==> src/hdl/iepl_pkg.sv <==
// Package for the interrupt enable and low-priority register slice
// How it works
// RULE1 - Second enable register: ADC b5, comparator b4, SPI b2, two-wire b1, keyboard b0.
// RULE2 - ADC request passes only with its enable and global gate both set.
// RULE3 - SPI request passes only with its enable and global gate both set.
// RULE4 - Two-wire request passes only with its enable and global gate both set.
// RULE5 - Keyboard and comparator requests pass only with enable and global gate set.
// RULE6 - Bit 7 of first low-priority register suppresses all level 0 interrupts.
// RULE7 - Bit 7 of second low-priority register suppresses all level 2 interrupts.
// RULE8 - First low-priority register holds low bits of the seven older sources.
// RULE9 - Second low-priority register holds low bits of the five newer sources.
// RULE10 - Reset clears the enable and both low-priority registers to zero.
// RULE11 - Level is high bit then low bit: 00 lowest up to 11 highest.
// RULE12 - No vector while equal or higher level is already in service.
// RULE13 - High bits come from high registers; their bit 7 disables levels 1 and 3.
// RULE14 - Request reaches arbiter only if flag, enable, global set and level allowed.
// RULE15 - Unused bits read zero and ignore writes.
package iepl_pkg;
  localparam int          N_SRC        = 12;
  localparam int          N_OLD        = 7;
  localparam logic [7:0]  OFS_ENABLE2  = 8'hb1;
  localparam logic [7:0]  OFS_PRIO_L2  = 8'hb2;
  localparam logic [7:0]  OFS_PRIO_L1  = 8'hb8;
  localparam logic [7:0]  RST_VAL      = 8'h00;
  localparam logic [7:0]  MASK_ENABLE2 = 8'h37;
  localparam logic [7:0]  MASK_PRIO_L2 = 8'hb7;
  localparam logic [7:0]  MASK_PRIO_L1 = 8'hff;
  localparam int          BIT_LVL_DIS  = 7;
  localparam logic [31:0] RD_UNMAPPED  = 32'h0000_0000;
  // Source index: 0..6 older sources, 7..11 keyboard, two-wire, spi, comparator, adc
  localparam int          SRC_KBD = 7;
  localparam int          SRC_TWO_WIRE = 8;
  localparam int          SRC_SPI = 9;
  localparam int          SRC_CMP = 10;
  localparam int          SRC_ADC = 11;
  typedef enum logic [1:0] {IEPL_L0, IEPL_L1, IEPL_L2, IEPL_L3} iepl_level_e;
  // Bit position in the 8-bit register for each newer source
  function automatic int new_bit(input int s);
    case (s)
      SRC_KBD: return 0;
      SRC_TWO_WIRE: return 1;
      SRC_SPI: return 2;
      SRC_CMP: return 4;
      default: return 5;
    endcase
  endfunction
endpackage

==> src/hdl/iepl_cfg_if.sv <==
// Interface carrying register contents from the bus slave to the gating logic
`timescale 1ns/1ns
interface iepl_cfg_if;
  logic [7:0] enable2;
  logic [7:0] prio_l1;
  logic [7:0] prio_l2;
  modport regs (output enable2, output prio_l1, output prio_l2);
  modport gate (input enable2, input prio_l1, input prio_l2);
endinterface

==> src/hdl/iepl_gate.sv <==
// Enable gating, level formation and level-disable filtering for twelve sources
//
// Added by the designer: the Avalon-MM slave port.
`timescale 1ns/1ns
module iepl_gate #(
  parameter int N = iepl_pkg::N_SRC
) (
  input  wire logic         clk,
  input  wire logic         rst_n,
  iepl_cfg_if.gate          cfg,
  input  wire logic         global_irq_gate,
  input  wire logic [6:0]   enable_first,
  input  wire logic [6:0]   prio_high_first,
  input  wire logic         level_one_disable,
  input  wire logic [7:0]   prio_high_second,
  input  wire logic         level_three_disable,
  input  wire logic [N-1:0] irq_flag,
  output logic [N-1:0]      irq_present,
  output logic [N*2-1:0]    irq_level
);
  logic [N-1:0]   en_bit;
  logic [N-1:0]   lo_bit;
  logic [N-1:0]   hi_bit;
  logic [3:0]     lvl_dis;
  logic [N-1:0]   present_nxt;
  logic [N*2-1:0] level_nxt;

  assign lvl_dis = {level_three_disable,
                    cfg.prio_l2[iepl_pkg::BIT_LVL_DIS],  // RULE7
                    level_one_disable,
                    cfg.prio_l1[iepl_pkg::BIT_LVL_DIS]}; // RULE6

  genvar g;
  generate
    for (g = 0; g < N; g++) begin : g_src
      if (g < iepl_pkg::N_OLD) begin : g_old
        assign en_bit[g] = enable_first[g];
        assign lo_bit[g] = cfg.prio_l1[g];    // RULE8
        assign hi_bit[g] = prio_high_first[g]; // RULE13
      end else begin : g_new
        assign en_bit[g] = cfg.enable2[iepl_pkg::new_bit(g)]; // RULE1
        assign lo_bit[g] = cfg.prio_l2[iepl_pkg::new_bit(g)]; // RULE9
        assign hi_bit[g] = prio_high_second[iepl_pkg::new_bit(g)]; // RULE13
      end
      // RULE2 RULE3 RULE4 RULE5 RULE14
      assign present_nxt[g] = irq_flag[g] & en_bit[g] & global_irq_gate
                              & ~lvl_dis[{hi_bit[g], lo_bit[g]}];
      assign level_nxt[g*2 +: 2] = {hi_bit[g], lo_bit[g]}; // RULE11
    end
  endgenerate

  // Registered so the arbiter polls values from the previous cycle
  always_ff @(posedge clk) begin
    if (!rst_n) begin
      irq_present <= '0;
      irq_level   <= '0;
    end else begin
      irq_present <= present_nxt;
      irq_level   <= level_nxt;
    end
  end

  property p_adc_gate;
    @(posedge clk) disable iff (!rst_n)
      !(cfg.enable2[5] && global_irq_gate) |=> !irq_present[iepl_pkg::SRC_ADC];
  endproperty
  a_adc_gate: assert property (p_adc_gate) else $error("ADC passed while gated"); // RULE2

  property p_spi_gate;
    @(posedge clk) disable iff (!rst_n)
      (irq_flag[iepl_pkg::SRC_SPI] && cfg.enable2[2] && global_irq_gate
       && lvl_dis == 4'h0) |=> irq_present[iepl_pkg::SRC_SPI];
  endproperty
  a_spi_gate: assert property (p_spi_gate) else $error("SPI request dropped"); // RULE3

  property p_two_wire_gate;
    @(posedge clk) disable iff (!rst_n)
      !cfg.enable2[1] |=> !irq_present[iepl_pkg::SRC_TWO_WIRE];
  endproperty
  a_two_wire_gate: assert property (p_two_wire_gate) else $error("Two-wire passed while off"); // RULE4

  // Keyboard and comparator are checked apart so that one leaking alone still fires
  property p_kbd_gate;
    @(posedge clk) disable iff (!rst_n)
      !(cfg.enable2[0] && global_irq_gate) |=> !irq_present[iepl_pkg::SRC_KBD];
  endproperty
  a_kbd_gate: assert property (p_kbd_gate) else $error("Keyboard passed while gated"); // RULE5

  property p_cmp_gate;
    @(posedge clk) disable iff (!rst_n)
      !(cfg.enable2[4] && global_irq_gate) |=> !irq_present[iepl_pkg::SRC_CMP];
  endproperty
  a_cmp_gate: assert property (p_cmp_gate) else $error("Comparator passed while gated"); // RULE5

  // Timer one is watched since it is the older source that commonly sits at level 0
  property p_lvl0_off;
    @(posedge clk) disable iff (!rst_n)
      cfg.prio_l1[7] ##1 (irq_level[7:6] == 2'b00) |-> !irq_present[3];
  endproperty
  a_lvl0_off: assert property (p_lvl0_off) else $error("Level 0 not suppressed"); // RULE6

  property p_lvl2_off;
    @(posedge clk) disable iff (!rst_n)
      cfg.prio_l2[7] ##1 (irq_level[23:22] == 2'b10) |-> !irq_present[iepl_pkg::SRC_ADC];
  endproperty
  a_lvl2_off: assert property (p_lvl2_off) else $error("Level 2 not suppressed"); // RULE7

  property p_level_form;
    @(posedge clk) disable iff (!rst_n)
      1'b1 |=> irq_level[19:18] == $past({prio_high_second[2], cfg.prio_l2[2]});
  endproperty
  a_level_form: assert property (p_level_form) else $error("SPI level wrong"); // RULE11
endmodule // iepl_gate

==> src/hdl/iepl_regs.sv <==
// Avalon-MM register slave for the second enable and both low-priority registers
`timescale 1ns/1ns
module iepl_regs (
  input  wire logic        clk,
  input  wire logic        rst_n,
  input  wire logic [7:0]  address,
  input  wire logic        read,
  input  wire logic        write,
  input  wire logic [31:0] writedata,
  input  wire logic [3:0]  byteenable,
  output logic [31:0]      readdata,
  output logic             waitrequest,
  iepl_cfg_if.regs         cfg
);
  logic [7:0] enable2_r;
  logic [7:0] prio_l1_r;
  logic [7:0] prio_l2_r;
  logic       ack_r;
  logic       wr_go;

  // One wait cycle per access: request taken on the edge where waitrequest is low
  assign waitrequest = (read | write) & ~ack_r;
  assign wr_go       = write & ack_r & byteenable[0];

  always_ff @(posedge clk) begin
    if (!rst_n) ack_r <= 1'b0;
    else        ack_r <= (read | write) & ~ack_r;
  end

  always_ff @(posedge clk) begin
    if (!rst_n) begin // RULE10
      enable2_r <= iepl_pkg::RST_VAL;
      prio_l1_r <= iepl_pkg::RST_VAL;
      prio_l2_r <= iepl_pkg::RST_VAL;
    end else if (wr_go) begin
      unique case (address)
        iepl_pkg::OFS_ENABLE2: enable2_r <= writedata[7:0] & iepl_pkg::MASK_ENABLE2; // RULE15
        iepl_pkg::OFS_PRIO_L2: prio_l2_r <= writedata[7:0] & iepl_pkg::MASK_PRIO_L2; // RULE15
        iepl_pkg::OFS_PRIO_L1: prio_l1_r <= writedata[7:0] & iepl_pkg::MASK_PRIO_L1;
        default: ;
      endcase
    end
  end

  always_ff @(posedge clk) begin
    if (!rst_n) readdata <= iepl_pkg::RD_UNMAPPED;
    else if (read & ~ack_r) begin
      unique case (address)
        iepl_pkg::OFS_ENABLE2: readdata <= {24'h00_0000, enable2_r};
        iepl_pkg::OFS_PRIO_L2: readdata <= {24'h00_0000, prio_l2_r};
        iepl_pkg::OFS_PRIO_L1: readdata <= {24'h00_0000, prio_l1_r};
        default:               readdata <= iepl_pkg::RD_UNMAPPED;
      endcase
    end
  end

  assign cfg.enable2 = enable2_r; // RULE1
  assign cfg.prio_l1 = prio_l1_r; // RULE8
  assign cfg.prio_l2 = prio_l2_r; // RULE9

  property p_unused_zero;
    @(posedge clk) disable iff (!rst_n)
      (enable2_r & ~iepl_pkg::MASK_ENABLE2) == 8'h00 &&
      (prio_l2_r & ~iepl_pkg::MASK_PRIO_L2) == 8'h00;
  endproperty
  a_unused_zero: assert property (p_unused_zero) else $error("Unused bit set"); // RULE15

  property p_reset_clear;
    @(posedge clk) !rst_n |=> (enable2_r == 8'h00 && prio_l1_r == 8'h00 && prio_l2_r == 8'h00);
  endproperty
  a_reset_clear: assert property (p_reset_clear) else $error("Reset did not clear"); // RULE10

  property p_write_en2;
    @(posedge clk) disable iff (!rst_n)
      (wr_go && address == iepl_pkg::OFS_ENABLE2)
      |=> enable2_r == ($past(writedata[7:0]) & iepl_pkg::MASK_ENABLE2);
  endproperty
  a_write_en2: assert property (p_write_en2) else $error("Enable write lost"); // RULE1
endmodule // iepl_regs

==> src/hdl/iepl_top.sv <==
// Top of the enable and low-priority slice: register slave plus request gating
`timescale 1ns/1ns
module iepl_top (
  input  wire logic                        clk,
  input  wire logic                        rst_n,
  input  wire logic [7:0]                  avs_address,
  input  wire logic                        avs_read,
  input  wire logic                        avs_write,
  input  wire logic [31:0]                 avs_writedata,
  input  wire logic [3:0]                  avs_byteenable,
  output logic [31:0]                      avs_readdata,
  output logic                             avs_waitrequest,
  input  wire logic                        global_irq_gate,
  input  wire logic [6:0]                  enable_first,
  input  wire logic [6:0]                  prio_high_first,
  input  wire logic                        level_one_disable,
  input  wire logic [7:0]                  prio_high_second,
  input  wire logic                        level_three_disable,
  input  wire logic [iepl_pkg::N_SRC-1:0]  irq_flag,
  output logic [iepl_pkg::N_SRC-1:0]       irq_present,
  output logic [2*iepl_pkg::N_SRC-1:0]     irq_level,
  output logic [7:0]                       irq_enable_second,
  output logic [7:0]                       irq_priority_low_first,
  output logic [7:0]                       irq_priority_low_second
);
  iepl_cfg_if cfg ();

  iepl_regs u_regs (
    .clk         (clk),
    .rst_n       (rst_n),
    .address     (avs_address),
    .read        (avs_read),
    .write       (avs_write),
    .writedata   (avs_writedata),
    .byteenable  (avs_byteenable),
    .readdata    (avs_readdata),
    .waitrequest (avs_waitrequest),
    .cfg         (cfg)
  );

  // Vectoring against the in-service level (RULE12) stays in the arbiter
  iepl_gate u_gate (
    .clk                 (clk),
    .rst_n               (rst_n),
    .cfg                 (cfg),
    .global_irq_gate     (global_irq_gate),
    .enable_first        (enable_first),
    .prio_high_first     (prio_high_first),
    .level_one_disable   (level_one_disable),
    .prio_high_second    (prio_high_second),
    .level_three_disable (level_three_disable),
    .irq_flag            (irq_flag),
    .irq_present         (irq_present),
    .irq_level           (irq_level)
  );

  assign irq_enable_second       = cfg.enable2;
  assign irq_priority_low_first  = cfg.prio_l1;
  assign irq_priority_low_second = cfg.prio_l2;
endmodule // iepl_top

==> config.mk <==
export PLATFORM = sky130hd
export DESIGN_NAME = iepl_top
export DESIGN_NICKNAME = d
export VERILOG_FILES = /design/src/hdl/iepl_pkg.sv /design/src/hdl/iepl_cfg_if.sv /design/src/hdl/iepl_gate.sv /design/src/hdl/iepl_regs.sv /design/src/hdl/iepl_top.sv
export SDC_FILE = /design/constraint.sdc
export NUM_CORES = 1
export LEC_CHECK = 0
export ABC_CLOCK_PERIOD_IN_PS = 1450
export BUFFER_PORTS_ARGS = -buffer_cell sky130_fd_sc_hd__buf_2
export CAP_MARGIN = 30
export CORE_ASPECT_RATIO = 0.5
export CORE_MARGIN = 2
export CORE_UTILIZATION = 38
export CTS_CLUSTER_DIAMETER = 100
export DETAILED_ROUTE_END_ITERATION = 10
export PLACE_DENSITY = 0.76
export RECOVER_POWER = 25
export SLEW_MARGIN = 5
export SYNTH_ARGS = -nofsm -noshare
export SYNTH_HDL_FRONTEND = slang
export SYNTH_SLANG_ARGS = --single-unit
export TNS_END_PERCENT = 50
==> constraint.sdc <==
create_clock -name clk -period 1.45 [get_ports clk]
set_input_delay 0.145 -clock clk [delete_from_list [all_inputs] [get_ports clk]]
set_output_delay 0.145 -clock clk [all_outputs]
set_load 0.02 [all_outputs]
# After elaboration in Yosys (flattened, before gate mapping)
# Cells that the tools add are included.
[classes]
order_cmp = 12
n_eq_ne = 3
mux = 25
n_bitwise = 54
n_reduce_logical = 3
[ops]
columns = ["op", "count"]
rows = [
  ["1-bit AND", 40],
  ["2-bit by 3-bit less-than comparator with 1-bit output (second input constant)", 12],
  ["1-bit binary-select mux with 2-bit select", 12],
  ["8-bit equality test (second input constant)", 3],
  ["8-bit one-hot mux with 3 select lines", 1],
  ["1-bit inverter", 13],
  ["1-bit 2-to-1 mux", 12],
  ["2-bit AND reduction", 3],
  ["1-bit bitwise OR", 1],
]
[totals]
regBits = 88
in_bits = 85
out_inout_bits = 93
wordCells = 104

# Longest topological paths before layout
[depth]
depth_word = 4
depth_mapped = 6
ltp_nobuf = 4

# Cells and area by module
# A second synthesis with hierarchy kept.
[hier_totals]
cells_unflattened = 275
area_unflattened_um2 = 2866.5
[by_module_without_submodules]
columns = ["module", "n_inst", "cells_per_inst", "area_each_um2", "seq_area_each_um2"]
rows = [
  ["iepl_regs", 1, 171, 1508.9, 560.5],
  ["iepl_gate", 1, 104, 1357.6, 720.7],
]

# Worst setup path before layout
# OpenSTA, ideal clock, no wires.
[synth_path]
path_type = "input to register"
startpoint = "input avs_address[1]"
endpoint = "register u_regs.enable2_r[0] (netlist: u_regs.cfg.enable2[0])"
setup_time_ps = 115
arrival_ps = 1400
t_required_ps = 1335
slack_ps = -64
cell_stages = 6
path_buffers = 2
cell_sequence = "buf_6 > or3b_1 > or4_4 > buf_6 > nand3_1 > o21ai_2"
[synth_via]
elab_chain_len = 2
[synth_lines]
columns = ["element", "line_no", "source"]
rows = [
  ["from (decl)", "iepl_top.sv:6", "input wire logic [7:0] avs_address,"],
  ["8-bit equality test", "iepl_regs.sv:36", "unique case (address)"],
  ["2-bit AND reduction (no source line)", "n/a", ""],
  ["to (signal assigned)", "iepl_regs.sv:32", "enable2_r <= iepl_pkg::RST_VAL;"],
  ["to (signal assigned)", "iepl_regs.sv:37", "iepl_pkg::OFS_ENABLE2: enable2_r <= writedata[7:0] & iepl_pkg::MASK_ENABLE2;"],
  ["to (decl)", "iepl_regs.sv:15", "logic [7:0] enable2_r;"],
]
# No other way between the ends.
# A chain may end at the register's enable or synchronous reset.

# Worst setup path in the final report
[layout_path]
startpoint = "register u_regs.ack_r"
endpoint = "register u_regs.enable2_r[2] (netlist: u_regs.cfg.enable2[2])"
[layout_via]
elab_chain_len = 3
[layout_lines]
columns = ["element", "line_no", "source"]
rows = [
  ["from (decl)", "iepl_regs.sv:18", "logic ack_r;"],
  ["from (signal assigned)", "iepl_regs.sv:27", "else ack_r <= (read | write) & ~ack_r;"],
  ["1-bit AND (2 in series)", "iepl_regs.sv:23", "assign wr_go = write & ack_r & byteenable[0];"],
  ["2-bit AND reduction (no source line)", "n/a", ""],
]
# No other way between the ends.

==> run metrics <==
clock net sink count=64; worst setup path start=u_regs.ack_r; outcome=completed; Crit path max-delay family=simple AND/OR/NAND/NOR gates; slew margin rel.=63.7%; CP max stage cell=or4_4; initial core utilization=40.4%; WS Path Type=register to register; Tmin final=1.44 ns; top cell type's share of synthesized area=46.0%; critical path arrival=1.65 ns; pre-CTS setup slack=-0.121 ns; H-tree depth=3; Synth area leaders=dfxtp_1 (46%), mux4_2 (9.7%), buf_4 (8.1%), nand2_1 (4.7%), and2_1 (4.3%); Non-Filler Cell Area, Final=3840 µm²; Hold Fails Final Rpt=0; Antenna Nets Post-Route=0; Worst path depth=5; fillers=621; max cap viols=0; clock buffer count from CTS=9; Worst-path clk slew=0.06 ns; critical path buffer and inverter count=1; # setup viols final=0; PwrDens=1170 nW/µm²; DP Cell Count=496; TritonCTS clock tree=built; asr flop ratio synth=0%; Clock Latency Late Sink=0.32 ns; Layout Area Growth over Synthesis=37.9%; Post-Layout Cell Count=513; YS warnings=0; GRT overflow=0; port buffer count=118; length in cells of the worst reg-to-reg path=5; Die H=64.5 µm; number of global-route vias before repair=2263; HP Class=input port to register; hpwl dp=5490 µm; fmax=0.693 GHz; clk buf depth=2; initial drt markers=229; Final #Nets=501; FP Rows=21; setup bufs post-CTS=0; Tot Pwr=4.49 mW; final setup TNS=0 ns; routed via count=2433; Worst path max stage delay=0.56 ns; number of antenna diodes=0; Multi-input gate area=1300 µm²; PnR worst setup slack=0.00765 ns; Post-CTS Hold Buffers=0; Hold WS=0.0353 ns; Syn Area/Cell=9.94 µm²; FF-to-FF setup slack=0.008 ns; leading area contributor after synthesis=dfxtp_1; Post-synth top cells=dfxtp_1 (64), nand2_1 (35), buf_4 (30), and2_1 (19), nand3_1 (16); Worst Clk Skew=0.00697 ns; first-pass GRT wire length=11400 µm; Seq. cell area=1280 µm²; Worst setup endpoint=u_regs.cfg.enable2[2]; drt first pass iters=4; Root Buffer=clkbuf_16; Synth Flop Type=dfxtp_1; routed wire length=7560 µm; worst-path maximum fanout=5; Die X-Extent=125 µm; cells along the critical path=nand3_2 > buf_4 > or4_4 > nand3_1 > o21ai_2; initial antenna violation count=0; placed instance area=3480 µm²; Cells after Synth=280; residual DRC count=0; post-synthesis sequential area ratio=46.0%; most common cell in the netlist=dfxtp_1; actual slew at the worst max-slew pin=0.543 ns; VDD IR-drop max=0.000533 V; Setup crit end kind=register; Yosys cell types=39; IO Pins=178; layout cells sized above 1=43.9%; number of synthesized flops with an enable pin=0; launching point of the worst reg2reg path=u_regs.ack_r; mapped cell area=2780 µm²; Max Transition Viols Final=0; Die ar.=8070 µm²; largest net degree at the start of global routing=43; RSZ-0062 raised after global routing=true; routability congestion estimate from global placement=0.813; P_leak=1.87 nW; number of synthesized register bits=64; Critical Path RT=1.66 ns; R2R Path End=u_regs.cfg.enable2[2]; final period utilization=99.5%; core area=6880 µm²; routed length per instance=14.7 µm; vias per cell=4.74; Total GRT Usage=18.0%; final core utilization=55.7%; startpoint types=register
==> tightest hold or removal path, cell delays in order <==
cell	delay [ns]
buf_2	0.07
nand3_1	0.05
o21ai_0	0.06
==> logic make-up after synthesis <==
kind of cell | Yosys count | synth area share, %
AND/OR/NAND/NOR | 110 | 21.9
multiplexers | 18 | 11.9
flip-flops | 64 | 46.0
AO/OA/AOI/OAI | 34 | 8.18
buffers and inverters | 53 | 11.8
other | 1 | 0.135
==> flip-flops by register name, indices dropped and copies added, names as in the netlist <==
register and flops:
u_regs.cfg.prio_l2 6, u_regs.readdata 8, u_gate.irq_level 24, u_regs.cfg.prio_l1 8, u_regs.ack_r 1, u_regs.cfg.enable2 5
u_gate.irq_present 12
==> metal layers <==
layer	global-route usage (%)	share of wire [%]	vias up
met4	6.53	1.5	0
met1	22.0	42	1130
met3	6.85	8.4	12
li1	-	-	1179
met2	29.6	48	112
met5	0	0	-
==> final cells by class <==
| cell class | count | share of cell area [%] |
|---|---|---|
| Sequential cell | 64 | 33.5 |
| Multi-Input combinational cell | 192 | 33.8 |
| Inverter | 7 | 0.685 |
| Clock buffer | 10 | 6.23 |
| Clock inverter | 6 | 2.38 |
| Timing Repair Buffer | 142 | 20.4 |
| Tap cell | 92 | 3.00 |
==> repair_timing <==
item / in CTS / in global routing
pin swaps: 1 / 3
setup endpoints to repair: 9 / 8
resized for setup: 2 / 4
endpoints found under the hold margin: 0 / 0
gates cloned: 0 / 1
==> worst min path at each step <==
stage / from / end / slack (ns) / cells past startpoint
final: avs_writedata[6] / u_regs.cfg.prio_l1[6] / 0.04 / 3
after global routing: avs_writedata[6] / u_regs.cfg.prio_l1[6] / 0.04 / 3
after CTS: enable_first[6] / u_gate.irq_present[6] / 0.03 / 3
after detailed placement: avs_writedata[6] / u_regs.cfg.prio_l1[6] / 0.37 / 3
after global placement: avs_writedata[3] / u_regs.cfg.prio_l1[3] / 0.37 / 3
after floorplan: enable_first[0] / u_gate.irq_present[0] / 0.26 / 2
==> power by group <==
group	leakage (nW)	switching [mW]	total (mW)	internal (mW)
clock network	0.151	0.782	2.34	1.56
logic	1.20	0.232	0.366	0.134
registers	0.520	0.00643	1.79	1.78
==> placed cells by master (no fill, tap or decap), types with 3 or more instances in the layout <==
cell type     n
dfxtp_1      62
o21ai_2       5
a211oi_1      3
inv_1         7
nand2_1      35
nand3_1      14
mux2i_1       6
nand3b_1      6
and2_1       14
nor2b_1       8
buf_4        21
mux4_2       12
and2_0        5
clkbuf_16     9
conb_1       29
clkinvlp_4    3
nor3_1       12
a22oi_1       3
a21oi_1       3
buf_2       118
o21ai_0      13
Note: power is estimated with default switching activity, not from simulation.
